## src/rtl/cdhi_pkg.sv

```systemverilog
// package of constants and types for the character display host interface
package cdhi_pkg;
	localparam int DATA_W = 8;
	localparam int ADDR_W = 7;
	localparam int TEXT_DEPTH = 80;
	localparam int GLYPH_DEPTH = 64;
	// register select / direction encodings
	localparam logic SEL_CMD = 1'h0;
	localparam logic SEL_DATA = 1'h1;
	localparam logic DIR_WRITE = 1'h0;
	localparam logic DIR_READ = 1'h1;
	// address map of the text memory
	localparam logic [6:0] ONE_LINE_LAST = 7'h4F;
	localparam logic [6:0] LINE1_FIRST = 7'h00;
	localparam logic [6:0] LINE1_LAST = 7'h27;
	localparam logic [6:0] LINE2_FIRST = 7'h40;
	localparam logic [6:0] LINE2_LAST = 7'h67;
	localparam logic [6:0] EXT_FIRST_POS = 7'h08;
	// command decode: highest set bit among bits 7, 6, 5, 4 and 2 selects the command group
	localparam int CMD_TEXT_ADDR_BIT = 7;
	localparam int CMD_GLYPH_ADDR_BIT = 6;
	localparam int CMD_FUNC_BIT = 5;
	localparam int CMD_SHIFT_BIT = 4;
	localparam int CMD_MODE_BIT = 2;
	localparam int FUNC_WIDE_BIT = 4;
	localparam int FUNC_LINES_BIT = 3;
	localparam int SHIFT_DISP_BIT = 3;
	localparam int SHIFT_RIGHT_N_BIT = 2;
	localparam int MODE_INC_BIT = 1;
	localparam int MODE_SHIFT_BIT = 0;
	localparam logic [7:0] MSB_MASK = 8'h80;
	localparam logic [7:0] LOW_NIBBLE_MASK = 8'hF0;
	// time a command operation keeps the device busy
	localparam int OP_TIME_NS = 40000;
	localparam int CLK_PERIOD_NS = 10;
	localparam int OP_CYCLES = (OP_TIME_NS + CLK_PERIOD_NS - 1) / CLK_PERIOD_NS;
	localparam int RAM_CYCLES = 4;

	typedef struct packed {
		logic register_select;
		logic read_write_select;
		logic [7:0] data;
	} cdhi_req_t;

	typedef struct packed {
		logic line_count_select;
		logic increment;
		logic shift_on_access;
		logic wide_font;
		logic bus_wide;
	} cdhi_mode_t;

	typedef enum logic [2:0] {
		ST_IDLE = 3'b001,
		ST_BUSY = 3'b010,
		ST_FETCH = 3'b100
	} cdhi_state_t;
endpackage : cdhi_pkg

```

## src/rtl/cdhi_host_port.sv

```systemverilog
// host register port of the character display controller
`timescale 1ns/1ps
module cdhi_host_port (
	input wire logic clk_sys,
	input wire logic nrst,
	input wire logic transfer_strobe,
	input wire logic register_select,
	input wire logic read_write_select,
	input wire logic [7:0] data_in,
	output logic [7:0] data_out,
	output logic [7:0] data_oe_n,
	output logic busy_flag,
	output logic [6:0] display_origin,
	output logic [6:0] extension_origin,
	output logic line_count_select,
	output logic wide_font,
	output logic [7:0] shown_code
);
	// reset synchroniser
	logic rst_s1, rst_n;
	always_ff @(posedge clk_sys or negedge nrst) begin
		if (!nrst) begin
			rst_s1 <= 1'b0;
			rst_n <= 1'b0;
		end else begin
			rst_s1 <= 1'b1;
			rst_n <= rst_s1;
		end
	end

	cdhi_pkg::cdhi_req_t req;
	assign req = '{register_select, read_write_select, data_in};

	// wrap a stepped address inside the active line range
	function automatic logic [6:0] step_addr(input logic [6:0] a, input logic up,
		input logic two_line);
		logic [6:0] lo, hi;
		lo = cdhi_pkg::LINE1_FIRST;
		hi = cdhi_pkg::ONE_LINE_LAST;
		if (two_line) begin
			lo = a[6] ? cdhi_pkg::LINE2_FIRST : cdhi_pkg::LINE1_FIRST;
			hi = a[6] ? cdhi_pkg::LINE2_LAST : cdhi_pkg::LINE1_LAST;
		end
		if (up)
			step_addr = (a >= hi) ? lo : a + 7'h01;
		else
			step_addr = (a <= lo) ? hi : a - 7'h01;
	endfunction : step_addr

	// address shown at position 9: origin plus eight, wrapped inside the active line
	function automatic logic [6:0] ext_addr(input logic [6:0] a, input logic two_line);
		logic [6:0] lo, hi, sum;
		lo = cdhi_pkg::LINE1_FIRST;
		hi = cdhi_pkg::ONE_LINE_LAST;
		if (two_line) begin
			lo = a[6] ? cdhi_pkg::LINE2_FIRST : cdhi_pkg::LINE1_FIRST;
			hi = a[6] ? cdhi_pkg::LINE2_LAST : cdhi_pkg::LINE1_LAST;
		end
		sum = a + cdhi_pkg::EXT_FIRST_POS;
		if (sum > hi)
			sum = 7'(sum - 7'(hi - lo) - 7'h01); // past the line end wraps to its start
		ext_addr = sum;
	endfunction : ext_addr

	// storage
	logic [7:0] text_ram [cdhi_pkg::TEXT_DEPTH];
	logic [7:0] glyph_ram [cdhi_pkg::GLYPH_DEPTH];
	logic [7:0] command_register;
	logic [7:0] ram_data_register;
	logic [6:0] address_counter;
	logic target_glyph;
	cdhi_pkg::cdhi_mode_t mode;
	cdhi_pkg::cdhi_state_t state;
	logic [15:0] wait_cnt;
	logic nib_phase;
	logic [7:0] nib_hold;

	// strobe edge and nibble assembly; 4-bit mode uses the upper lines only
	logic strobe_d, take;
	logic [7:0] wbyte;
	logic full_take;
	always_ff @(posedge clk_sys or negedge rst_n) begin
		if (!rst_n) begin
			strobe_d <= 1'b0;
			nib_phase <= 1'b0;
			nib_hold <= 8'h00;
		end else begin
			strobe_d <= transfer_strobe;
			if (take && !mode.bus_wide) begin
				nib_phase <= ~nib_phase;
				if (!nib_phase)
					nib_hold <= req.data & cdhi_pkg::LOW_NIBBLE_MASK;
			end
		end
	end
	assign take = transfer_strobe && !strobe_d;
	assign full_take = take && (mode.bus_wide || nib_phase);
	assign wbyte = mode.bus_wide ? req.data : {nib_hold[7:4], req.data[7:4]};

	logic is_cmd_wr, is_data_wr, is_data_rd;
	assign is_cmd_wr = full_take && req.register_select == cdhi_pkg::SEL_CMD
		&& req.read_write_select == cdhi_pkg::DIR_WRITE && state == cdhi_pkg::ST_IDLE;
	assign is_data_wr = full_take && req.register_select == cdhi_pkg::SEL_DATA
		&& req.read_write_select == cdhi_pkg::DIR_WRITE && state == cdhi_pkg::ST_IDLE;
	assign is_data_rd = full_take && req.register_select == cdhi_pkg::SEL_DATA
		&& req.read_write_select == cdhi_pkg::DIR_READ && state == cdhi_pkg::ST_IDLE;

	// busy sequencing: each command write, data write or data read runs an internal operation; status reads run none
	always_ff @(posedge clk_sys or negedge rst_n) begin
		if (!rst_n) begin
			state <= cdhi_pkg::ST_IDLE;
			wait_cnt <= 16'h0000;
		end else begin
			unique case (state)
				cdhi_pkg::ST_IDLE: begin
					if (is_cmd_wr) begin
						state <= cdhi_pkg::ST_BUSY;
						wait_cnt <= 16'(cdhi_pkg::OP_CYCLES - 1);
					end else if (is_data_wr || is_data_rd) begin
						state <= cdhi_pkg::ST_FETCH;
						wait_cnt <= 16'(cdhi_pkg::RAM_CYCLES - 1);
					end
				end
				cdhi_pkg::ST_BUSY, cdhi_pkg::ST_FETCH: begin
					if (wait_cnt == 16'h0000)
						state <= cdhi_pkg::ST_IDLE;
					else
						wait_cnt <= wait_cnt - 16'h0001;
				end
				default: state <= cdhi_pkg::ST_IDLE;
			endcase
		end
	end

	// command decode: address loads, mode and function settings, shifts
	always_ff @(posedge clk_sys or negedge rst_n) begin
		if (!rst_n) begin
			command_register <= 8'h00;
			target_glyph <= 1'b0;
			mode <= '{1'b0, 1'b1, 1'b0, 1'b0, 1'b1};
			display_origin <= 7'h00;
		end else begin
			if (is_cmd_wr) begin
				command_register <= wbyte;
				if (wbyte[cdhi_pkg::CMD_TEXT_ADDR_BIT]) begin
					target_glyph <= 1'b0;
				end else if (wbyte[cdhi_pkg::CMD_GLYPH_ADDR_BIT]) begin
					target_glyph <= 1'b1;
				end else if (wbyte[cdhi_pkg::CMD_FUNC_BIT]) begin
					mode.bus_wide <= wbyte[cdhi_pkg::FUNC_WIDE_BIT];
					mode.line_count_select <= wbyte[cdhi_pkg::FUNC_LINES_BIT];
					mode.wide_font <= wbyte[2];
				end else if (wbyte[cdhi_pkg::CMD_SHIFT_BIT]) begin
					if (wbyte[cdhi_pkg::SHIFT_DISP_BIT])
						display_origin <= step_addr(display_origin,
							wbyte[cdhi_pkg::SHIFT_RIGHT_N_BIT] == 1'b0,
							mode.line_count_select);
				end else if (wbyte[cdhi_pkg::CMD_MODE_BIT]) begin
					mode.increment <= wbyte[cdhi_pkg::MODE_INC_BIT];
					mode.shift_on_access <= wbyte[cdhi_pkg::MODE_SHIFT_BIT];
				end
			end else if (is_data_wr && mode.shift_on_access && !target_glyph) begin
				display_origin <= step_addr(display_origin, mode.increment,
					mode.line_count_select);
			end
		end
	end

	// address counter: loaded by address commands, stepped after each data write or data read
	always_ff @(posedge clk_sys or negedge rst_n) begin
		if (!rst_n) begin
			address_counter <= 7'h00;
		end else if (is_cmd_wr && wbyte[cdhi_pkg::CMD_TEXT_ADDR_BIT]) begin
			address_counter <= wbyte[6:0];
		end else if (is_cmd_wr && wbyte[cdhi_pkg::CMD_GLYPH_ADDR_BIT]) begin
			address_counter <= {1'b0, wbyte[5:0]};
		end else if (is_data_wr || is_data_rd) begin
			if (target_glyph)
				address_counter <= {1'b0, 6'(address_counter[5:0]
					+ (mode.increment ? 6'h01 : 6'h3F))};
			else
				address_counter <= mode.increment ? address_counter + 7'h01
					: address_counter - 7'h01;
		end
	end

	// memory index, text addresses folded into 0..79 per line layout
	function automatic logic [6:0] text_index(input logic [6:0] a);
		text_index = (a >= cdhi_pkg::LINE2_FIRST) ? 7'(a - 7'h18) : a;
		if (text_index >= 7'(cdhi_pkg::TEXT_DEPTH))
			text_index = 7'(text_index - 7'(cdhi_pkg::TEXT_DEPTH));
	endfunction : text_index

	// data register and memory transfers, routed by recorded target
	always_ff @(posedge clk_sys or negedge rst_n) begin
		if (!rst_n) begin
			ram_data_register <= 8'h00;
		end else if (is_data_wr) begin
			ram_data_register <= wbyte;
		end else if (is_data_rd) begin
			ram_data_register <= target_glyph ? glyph_ram[address_counter[5:0]]
				: text_ram[text_index(address_counter)];
		end
	end
	always_ff @(posedge clk_sys) begin
		if (is_data_wr) begin
			if (target_glyph)
				glyph_ram[address_counter[5:0]] <= wbyte;
			else
				text_ram[text_index(address_counter)] <= wbyte;
		end
	end

	// read-back bus: status for select 0 (never the command), data for 1
	logic [7:0] rd_byte;
	assign rd_byte = (register_select == cdhi_pkg::SEL_CMD)
		? {busy_flag, address_counter} : ram_data_register;
	always_ff @(posedge clk_sys or negedge rst_n) begin
		if (!rst_n) begin
			data_out <= 8'h00;
			data_oe_n <= 8'hFF;
			busy_flag <= 1'b0;
		end else begin
			busy_flag <= (state != cdhi_pkg::ST_IDLE) || is_cmd_wr
				|| is_data_wr || is_data_rd;
			if (transfer_strobe && read_write_select == cdhi_pkg::DIR_READ) begin
				data_out <= (mode.bus_wide || !nib_phase) ? rd_byte
					: {rd_byte[3:0], 4'h0};
				data_oe_n <= mode.bus_wide ? 8'h00 : 8'h0F;
			end else begin
				data_out <= 8'h00;
				data_oe_n <= 8'hFF;
			end
		end
	end

	// panel origin for extension driver positions 9-16; shown code at origin
	always_ff @(posedge clk_sys or negedge rst_n) begin
		if (!rst_n) begin
			extension_origin <= 7'h00;
			line_count_select <= 1'b0;
			wide_font <= 1'b0;
			shown_code <= 8'h00;
		end else begin
			extension_origin <= ext_addr(display_origin, mode.line_count_select);
			line_count_select <= mode.line_count_select;
			wide_font <= mode.wide_font;
			shown_code <= text_ram[text_index(display_origin)];
		end
	end

	// assertions
	a_busy_ignores_cmd: assert property (@(posedge clk_sys) disable iff (!rst_n)
		(state != cdhi_pkg::ST_IDLE) |-> !is_cmd_wr) else $error("command taken while busy");
	a_busy_set_cmd: assert property (@(posedge clk_sys) disable iff (!rst_n)
		is_cmd_wr |=> busy_flag) else $error("busy not raised");
	a_busy_clears: assert property (@(posedge clk_sys) disable iff (!rst_n)
		(state == cdhi_pkg::ST_FETCH) |-> ##[1:6] !busy_flag) else $error("busy stuck");
	a_addr_load: assert property (@(posedge clk_sys) disable iff (!rst_n)
		(is_cmd_wr && wbyte[7]) |=> address_counter == $past(wbyte[6:0])) else $error("addr load");
	a_addr_step: assert property (@(posedge clk_sys) disable iff (!rst_n)
		(is_data_wr && !target_glyph && mode.increment) |=>
		address_counter == $past(address_counter) + 7'h01) else $error("no step");
	a_status_read: assert property (@(posedge clk_sys) disable iff (!rst_n)
		(transfer_strobe && !register_select && read_write_select && mode.bus_wide) |=>
		data_out[6:0] == $past(address_counter)) else $error("status wrong");
	a_data_latch: assert property (@(posedge clk_sys) disable iff (!rst_n)
		is_data_wr |=> ram_data_register == $past(wbyte)) else $error("data latch");
	a_narrow_lines: assert property (@(posedge clk_sys) disable iff (!rst_n)
		!mode.bus_wide |=> data_oe_n[3:0] == 4'hF) else $error("low lines driven");

	// internal operation running means the flag reads high
	a_busy_while_op: assert property (@(posedge clk_sys) disable iff (!rst_n)
		(state != cdhi_pkg::ST_IDLE) |-> busy_flag)
		else $error("busy low during operation");

	// two idle cycles in a row leave the flag low
	a_idle_not_busy: assert property (@(posedge clk_sys) disable iff (!rst_n)
		(state == cdhi_pkg::ST_IDLE && $past(state) == cdhi_pkg::ST_IDLE) |-> !busy_flag)
		else $error("busy high while idle");

	// a finished data access returns to idle
	a_fetch_ends: assert property (@(posedge clk_sys) disable iff (!rst_n)
		(state == cdhi_pkg::ST_FETCH && wait_cnt == 16'h0000) |=> state == cdhi_pkg::ST_IDLE)
		else $error("fetch does not end");

	// taken command byte lands in the command register
	a_cmd_latch: assert property (@(posedge clk_sys) disable iff (!rst_n)
		is_cmd_wr |=> command_register == $past(wbyte))
		else $error("command not stored");

	// glyph address command selects the glyph memory
	a_glyph_target: assert property (@(posedge clk_sys) disable iff (!rst_n)
		(is_cmd_wr && !wbyte[7] && wbyte[6]) |=> target_glyph)
		else $error("glyph target not recorded");

	// glyph accesses keep the counter inside six bits
	a_glyph_wrap: assert property (@(posedge clk_sys) disable iff (!rst_n)
		((is_data_wr || is_data_rd) && target_glyph) |=> !address_counter[6])
		else $error("glyph counter out of range");

	// status read shows the busy flag on line 7 even while busy
	a_status_busy: assert property (@(posedge clk_sys) disable iff (!rst_n)
		(transfer_strobe && !register_select && read_write_select && mode.bus_wide) |=>
		data_out[7] == $past(busy_flag))
		else $error("status busy bit wrong");

	// data read returns the data register, never the command register
	a_read_data: assert property (@(posedge clk_sys) disable iff (!rst_n)
		(transfer_strobe && register_select && read_write_select && mode.bus_wide) |=>
		data_out == $past(ram_data_register))
		else $error("data read wrong");

	// lines released whenever no strobe is up
	a_lines_off: assert property (@(posedge clk_sys) disable iff (!rst_n)
		!transfer_strobe |=> data_oe_n == 8'hFF)
		else $error("lines driven without strobe");

	// covers for the main scenarios
	c_cmd_write: cover property (@(posedge clk_sys) disable iff (!rst_n) is_cmd_wr);
	c_two_line: cover property (@(posedge clk_sys) disable iff (!rst_n) mode.line_count_select);
	c_data_write: cover property (@(posedge clk_sys) disable iff (!rst_n) is_data_wr);
	c_data_read: cover property (@(posedge clk_sys) disable iff (!rst_n) is_data_rd);
endmodule : cdhi_host_port

```

## config.mk

```make
export PLATFORM = sky130hd
export DESIGN_NAME = cdhi_host_port
export DESIGN_NICKNAME = d
export VERILOG_FILES = /design/src/rtl/cdhi_pkg.sv /design/src/rtl/cdhi_host_port.sv
export SDC_FILE = /design/constraint.sdc
export NUM_CORES = 2
export LEC_CHECK = 0
export ABC_AREA = 1
export BUFFER_PORTS_ARGS = -buffer_cell sky130_fd_sc_hd__buf_2
export CAP_MARGIN = 20
export CORE_UTILIZATION = 45
export CTS_BUF_LIST = sky130_fd_sc_hd__clkbuf_2 sky130_fd_sc_hd__clkbuf_4 sky130_fd_sc_hd__clkbuf_8
export CTS_CLUSTER_SIZE = 16
export DETAILED_ROUTE_END_ITERATION = 16
export RECOVER_POWER = 50
export SETUP_SLACK_MARGIN = 0.05
export SYNTH_ARGS = -nofsm -noshare
export SYNTH_HDL_FRONTEND = slang
export SYNTH_SLANG_ARGS = --single-unit
```

## constraint.sdc

```tcl
create_clock -name clk_sys -period 3.6 [get_ports clk_sys]
set_input_delay 0.9 -clock clk_sys [delete_from_list [all_inputs] [get_ports clk_sys]]
set_output_delay 0.9 -clock clk_sys [all_outputs]
set_load 0.1 [all_outputs]
```

# ---- Yosys cells after proc, flatten, opt, wreduce, memory -nomap -nowiden
# Memory sizes are Yosys's and may differ from the RTL's. A register that Yosys moved wholly into a read port is not among the register bits.
# Index checks and enable logic that the tools add are counted.
dict set report word_totals {
  register_bits 81
  mem_bits_rw 1152
  in_bits 13
  out_inout_bits 41
  word_cells 180
  n_memories 2
}
# name words word_bits rd rd_clocked_by_memory_dff write_ports line_no
set memory_table {}
lappend memory_table {text_ram 80 8 2 1 1 cdhi_host_port.sv:66} ;# logic [7:0] text_ram [cdhi_pkg::TEXT_DEPTH];
lappend memory_table {glyph_ram 64 8 1 0 1 cdhi_host_port.sv:67} ;# logic [7:0] glyph_ram [cdhi_pkg::GLYPH_DEPTH];
dict set report classes {
  add_sub_neg 14
  magnitude_cmp 9
  n_eq_ne 12
  muxes 73
  bitwise 7
  n_reduce_logical 41
}
# op count
set ops {}
lappend ops {{two-way mux 7 bit} 47}
lappend ops {{two-way mux 8 bit} 8}
lappend ops {{two-way mux 16 bit} 3}
lappend ops {{case mux 16 bit (2 select lines)} 1}
lappend ops {{>= comparator 7 bit, second input constant} 4}
lappend ops {{subtractor 7 x 1 -> 7 bit, second input constant} 3}
lappend ops {{logical AND 1 bit} 16}
lappend ops {{logical NOT 16 bit} 1}
lappend ops {{subtractor 16 x 1 -> 16 bit, second input constant} 1}
lappend ops {{adder 7 x 1 -> 7 bit, second input constant} 2}
lappend ops {{>= comparator 7 bit} 2}
lappend ops {{<= comparator 7 bit} 2}
lappend ops {{inequality test 2 bit, second input constant} 7}
lappend ops {{subtractor 7 x 5 -> 7 bit, second input constant} 2}
lappend ops {{subtractor 7 bit} 2}
lappend ops {{subtractor 7 bit, second input constant} 2}
lappend ops {{AND reduction 6 bit} 2}
lappend ops {{two-way mux 3 bit} 3}
lappend ops {{two-way mux 1 bit} 8}
lappend ops {{nonzero test 2 bit} 4}
lappend ops {{adder 7 x 4 -> 7 bit, second input constant} 1}
lappend ops {{greater-than comparator 7 bit} 1}
lappend ops {{NOT 1 bit} 7}
lappend ops {{adder 6 bit} 1}
lappend ops {{15 further kinds} 26}

# ---- Logic depth before layout (Yosys ltp)
dict set report depth {
  depth_word 17
  depth_mapped 18
  mapped_depth_nobuf 15
}

# ---- Least setup slack after synthesis
# OpenSTA, ideal clock, no wires.
dict set report synth_path {
  kind {in2reg}
  from {input data_in[4]}
  to {memory glyph_ram[0][0], data pin}
  setup_ps 1330
  arrival_time_ps 6596
  t_required_ps 2270
  path_slack_ps -4326
  stages 2
  path_buffers 0
  cell_sequence {inv_1 -> o21ai_0}
}
dict set report synth_via {
  elab_chain_len 1
}
# item line_no
set synth_rtl {}
lappend synth_rtl {{from (decl)} cdhi_host_port.sv:9} ;# input wire logic [7:0] data_in,
lappend synth_rtl {{two-way mux 8 bit} cdhi_host_port.sv:98} ;# assign wbyte = mode.bus_wide ? req.data : {nib_hold[7:4], req.data[7:4]};
lappend synth_rtl {{via wbyte[0]} cdhi_host_port.sv:80} ;# logic [7:0] wbyte;
lappend synth_rtl {{to (decl)} cdhi_host_port.sv:67}
# The timed path passes the listed nets, and every way through them passes these cells.

# ---- Worst setup path after layout
dict set report layout_path {
  from {register address_counter[2]}
  to {register ram_data_register[0]}
}
dict set report layout_via {
  elab_chain_len 10
  word_cells_on_any_way 13
  cone_classes {add/sub: 2; order compare: 2; mux: 7; memory: 2}
}
# item line_no
set layout_rtl {}
lappend layout_rtl {{from (decl)} cdhi_host_port.sv:70} ;# logic [6:0] address_counter;
lappend layout_rtl {{from (signal assigned)} cdhi_host_port.sv:174} ;# address_counter <= wbyte[6:0];
lappend layout_rtl {{from (signal assigned)} cdhi_host_port.sv:176} ;# address_counter <= {1'b0, wbyte[5:0]};
lappend layout_rtl {{from (signal assigned)} cdhi_host_port.sv:179} ;# address_counter <= {1'b0, 6'(address_counter[5:0]
lappend layout_rtl {{subtractor 7 x 5 -> 7 bit / >= comparator 7 bit (equally long branches)} cdhi_host_port.sv:189} ;# text_index = (a >= cdhi_pkg::LINE2_FIRST) ? 7'(a - 7'h18) : a;
lappend layout_rtl {{two-way mux 7 bit} cdhi_host_port.sv:189}
lappend layout_rtl {{subtractor 7 bit / >= comparator 7 bit (equally long branches)} {cdhi_host_port.sv:191, cdhi_host_port.sv:190}}
lappend layout_rtl {{two-way mux 7 bit} cdhi_host_port.sv:190} ;# if (text_index >= 7'(cdhi_pkg::TEXT_DEPTH))
lappend layout_rtl {{two-way mux 7 bit} cdhi_host_port.sv:200} ;# end else if (is_data_rd) begin
lappend layout_rtl {{two-way mux 7 bit} cdhi_host_port.sv:198} ;# end else if (is_data_wr) begin
lappend layout_rtl {{memory read (80 x 8 bit)} -}
lappend layout_rtl {{two-way mux 8 bit (*)} cdhi_host_port.sv:201} ;# ram_data_register <= target_glyph ? glyph_ram[address_counter[5:0]]
lappend layout_rtl {{two-way mux 8 bit (*)} cdhi_host_port.sv:200}
lappend layout_rtl {{two-way mux 8 bit (*)} cdhi_host_port.sv:198}
lappend layout_rtl {{to (signal assigned)} cdhi_host_port.sv:199} ;# ram_data_register <= wbyte;
lappend layout_rtl {{to (signal assigned)} cdhi_host_port.sv:201}
lappend layout_rtl {{to (decl)} cdhi_host_port.sv:69} ;# logic [7:0] ram_data_register;
# Every way passes the cells marked *; elsewhere a longest branch is shown, timed or not. The select of a mux whose other input is x is not followed.
# A chain may end at the register's enable or synchronous reset.

==> impl_metrics.csv <==
group,metric,value,unit
global_routing,grt_overflow,0,
layout,final_layout_size_suffix_gt1_share,10.21,%
timing,fmax,0.2844,GHz
timing,setup_slack,0.08346,ns
floorplanning,core_area,0.1300,mm2
worst_setup_path,critPathLaunch,"address_counter[2]$_DFFE_PN0P_",
drt,dr_total_vias,46970,
pwr,p_int,29.66,mW
floorplanning,start_util,45.53,%
drt,avgRoutedWirePerCell,22.19,um
timing,fin_skew,0.03971,ns
run_status,violations,"max-capacitance violations, max-slew violations",
cts,cts_tree,"done",
worst_setup_path,crit_type,"reg -> reg",
floorplanning,die_x,364.6,um
worst_setup_path,slowest_delay,1.09,ns
worst_setup_path,critPathCaptureType,"flop",
worst_setup_path,cp_max_fo,23,
yosys,ys.flop_type,"edfxtp_1",
worst_hold_path,hold_class,"in -> reg",
global_routing,grt_use_met1,37.10,%
worst_setup_path,r2r_slack,0.08,ns
yosys,synth-edff-count,1152,
layout,seq_area,0.03668,mm2
timing,final-hold-violation-count,0,
worst_setup_path,cp_common_cell,"nand2_1",
global_routing,grt_pass1_wl,280.3,mm
pwr,power,53.58,mW
worst_setup_path,worstPathArrival,4.33,ns
cts,cts_sinks,1235,
yosys,synth_area_per_cell,9.196,um2
yosys,synth_cell_types,52,
cts,root_buffer,"clkbuf_8",
yosys,synth.area.top_cells,"edfxtp_1, nand2_1, o21ai_0, dfrtp_1, nand3_1",
timing,final_max_slew_viol_count,325,
cts,htreeDepth,4,
yosys,yosysWarnings,0,
pwr,irDropWorstVdd,0.7556,mV
drt,antenna_left,0,
yosys,synthArstFlopShare,6.721,%
worst_setup_path,cp-start-kind,"flop",
yosys,yosysTopAreaCellShare,58.46,%
pwr,powerDensity,806.0,mW/mm2
global_routing,grtUsageMet3,4.915,%
cts,clock_path_buffers,3,
yosys,synth_area,0.05917,mm2
pwr,p_leak,26.88,nW
cts,clkSlewWorstSetupHoldPaths,0.06,ns
global_routing,first_global_vias,44860,
cts,cts_buffers,202,
timing,rsz0062_at_grt,"true",
floorplanning,die_h,364.6,um
worst_setup_path,cpLargestDelayFamily,"simple AND/OR/NAND/NOR gates",
yosys,synth_top_area_cell,"edfxtp_1",
worst_setup_path,crit_required,4.42,ns
global_routing,use_met2,44.88,%
worst_setup_path,reg2reg_from,"address_counter[2]$_DFFE_PN0P_",
floorplanning,num_io_pins,54,
worst_setup_path,path_cells,"nor2_1 -> nand2_1 -> clkbuf_4 -> inv_1 -> buf_4 -> nand2_1 -> o21ai_0 -> nor2_1 -> nand3_1 -> nand2_1 -> nand2_1 -> nand2_1 -> nand3_1 -> nand2_1 -> nand2_1",
pwr,swShare,44.64,%
global_routing,grt_usage,28.33,%
timing,worst_slew_pin_slew,2.702,ns
worst_setup_path,r2r_cells,15,
worst_hold_path,worstHoldEndpoint,"strobe_d$_DFF_PN0_",
timing,period_share,97.68,%
drt,drt_first_pass_iters,7,
place,gp_congestion,0.9805,
worst_setup_path,critPathSlowestCell,"dfrtp_1",
worst_hold_path,min_path_cells,1,
layout,multi_input_area,0.01935,mm2
run_status,status,"finished, violations left",
pwr,p_seq_share,34.0,%
run,cap_violations,6,
place,dp_hpwl,117.4,mm
yosys,synth_seq_cells,1235,
floorplanning,rows,132,
yosys,synth_nets,6472,
drt,drtIter0Drc,5366,
worst_setup_path,crit_buf_inv,3,
pwr,p_switching,23.92,mW
drt,wl,189.1,mm
global_routing,grt_max_degree,160,
place,post-place-ws,-0.03892,ns
floorplanning,die_area,0.1330,mm2
yosys,synthCells,6435,
worst_hold_path,worstHoldStart,"transfer_strobe",
worst_setup_path,timing.rr.end,"ram_data_register[0]$_DFFE_PN0P_",
timing,fin_hold_ws,0.1020,ns
layout,finalNetCount,6653,
global_routing,busiest_layer,"met2",
timing,setup_viol,0,
pwr,clkPwrFrac,23.4,%
pwr,power_frac_comb,42.6,%
timing,min_period,3.517,ns
layout,fill_cells,12060,
drt,vias_per_cell,5.509,
yosys,yosysSeqAreaShare,61.98,%
place,io_buffer_count,53,
drt,drc,0,
global_routing,antenna_found_initial,1,
cts,post_cts_buffers,0,
timing,relSlewSlack,-80.16,%
cts,insertion_delay,0.94,ns
layout,finish.utilization,51.15,%
layout,syn_to_final_growth,12.35,%
==> sequential cells by signal (all words and copies together), names as in the netlist, 4 cells and up <==
signal,cells
address_counter,7
data_out,8
display_origin,7
extension_origin,7
glyph_ram,512
mode,5
nib_hold,4
ram_data_register,8
shown_code,8
text_ram,640
wait_cnt,16
==> per-stage QoR <==
stage / std cells / area (um2) / TNS, ns
after floorplan: 6435 / 59200 / 0
after global placement: 8153 / 62780 / 0
after detailed placement: 8153 / 62780 / -0.3100
after CTS: 8522 / 66860 / 0
after global routing: 8525 / 66480 / 0
final: 8525 / 66480 / 0
==> cells in the mapped netlist, types with 18 or more instances <==
| library cell | number |
|---|---|
| nand2_1 | 2717 |
| nand4_1 | 18 |
| a21oi_1 | 226 |
| buf_1 | 48 |
| buf_2 | 178 |
| dfrtp_1 | 78 |
| buf_4 | 18 |
| inv_1 | 360 |
| clkbuf_1 | 123 |
| o211ai_1 | 112 |
| o22ai_1 | 29 |
| edfxtp_1 | 1152 |
| nand3_1 | 320 |
| ha_1 | 22 |
| nor2_1 | 330 |
| o21ai_0 | 542 |
| nor3_1 | 24 |
==> worst register-to-register path, stage by stage (launching register included) <==
cell      delay [ns]
dfrtp_1         1.09
nor2_1          0.45
nand2_1         0.14
clkbuf_4        0.24
inv_1           0.08
buf_4           0.21
nand2_1         0.08
o21ai_0         0.08
nor2_1          0.25
nand3_1         0.11
nand2_1         0.07
nand2_1         0.05
nand2_1         0.08
nand3_1         0.25
nand2_1         0.14
nand2_1         0.06
==> placed cells by master, fill, tap and decap left out, types with 13 or more instances in the layout <==
master	n
a21oi_1	226
a22oi_1	13
buf_12	30
buf_2	33
buf_4	219
clkbuf_1	37
clkbuf_2	18
clkbuf_4	55
clkbuf_8	208
clkinv_1	54
clkinv_2	36
dfrtp_1	77
edfxtp_1	1152
ha_1	22
inv_1	353
nand2_1	2717
nand3_1	323
nand4_1	18
nor2_1	330
nor3_1	24
o211ai_1	112
o21ai_0	545
o22ai_1	29
==> how the worst max path moves through the flow <==
| stage | to | slack [ns] | cells after the start |
|---|---|---|---|
| after global placement | glyph_ram[26][2]$_DFFE_PP_ | 0.04 | 9 |
| after floorplan | mode[0]$_DFFE_PN1P_ | 0.03 | 6 |
| after detailed placement | glyph_ram[26][6]$_DFFE_PP_ | -0.04 | 9 |
| after CTS | glyph_ram[26][6]$_DFFE_PP_ | 0.17 | 8 |
| after global routing | text_ram[49][4]$_DFFE_PP_ | 0.03 | 9 |
| final | ram_data_register[0]$_DFFE_PN0P_ | 0.08 | 15 |
==> routing by layer <==
layer	share of wire (%)	vias up
met5	0	-
met4	5.5	0
met3	8.7	485
met2	46	2375
met1	40	22230
li1	-	21880
==> timing repair <==
item	in CTS	in global routing
hold buffers	1	0
endpoints found under the setup margin	0	13
endpoints found under the hold margin	2	0
gates resized for setup	0	2
==> power groups by stage <==
stage                     logic [mW]  clock network, mW  registers, mW
after floorplan                 13.3                  0           19.1
after global placement          22.6                  0           18.4
after detailed placement        22.7                  0           18.5
after CTS                       22.8               12.7           18.2
after global routing            24.5               13.3           18.3
final                           22.8               12.5           18.2
==> layout make-up <==
class                   count  area share [%]
diodes                      3         0.01129
clock buffers             255           4.837
clock inverters           113           1.284
inverters                 381           2.215
multi-input cells        4449           29.10
flip-flops and latches   1235           55.17
well taps                1742           3.279
repair buffers            347           4.097
==> cell families after synthesis <==
group	Yosys count	share of synthesized area, %
AND/OR/NAND/NOR	3445	22.99
flip-flops	1235	61.98
AO/OA/AOI/OAI	959	8.866
buffers and inverters	751	5.301
adder cells (fa/ha/maj)	24	0.5328
XOR/XNOR	20	0.3277
other	1	0.006337
Note: power is estimated with default switching activity, not from simulation.
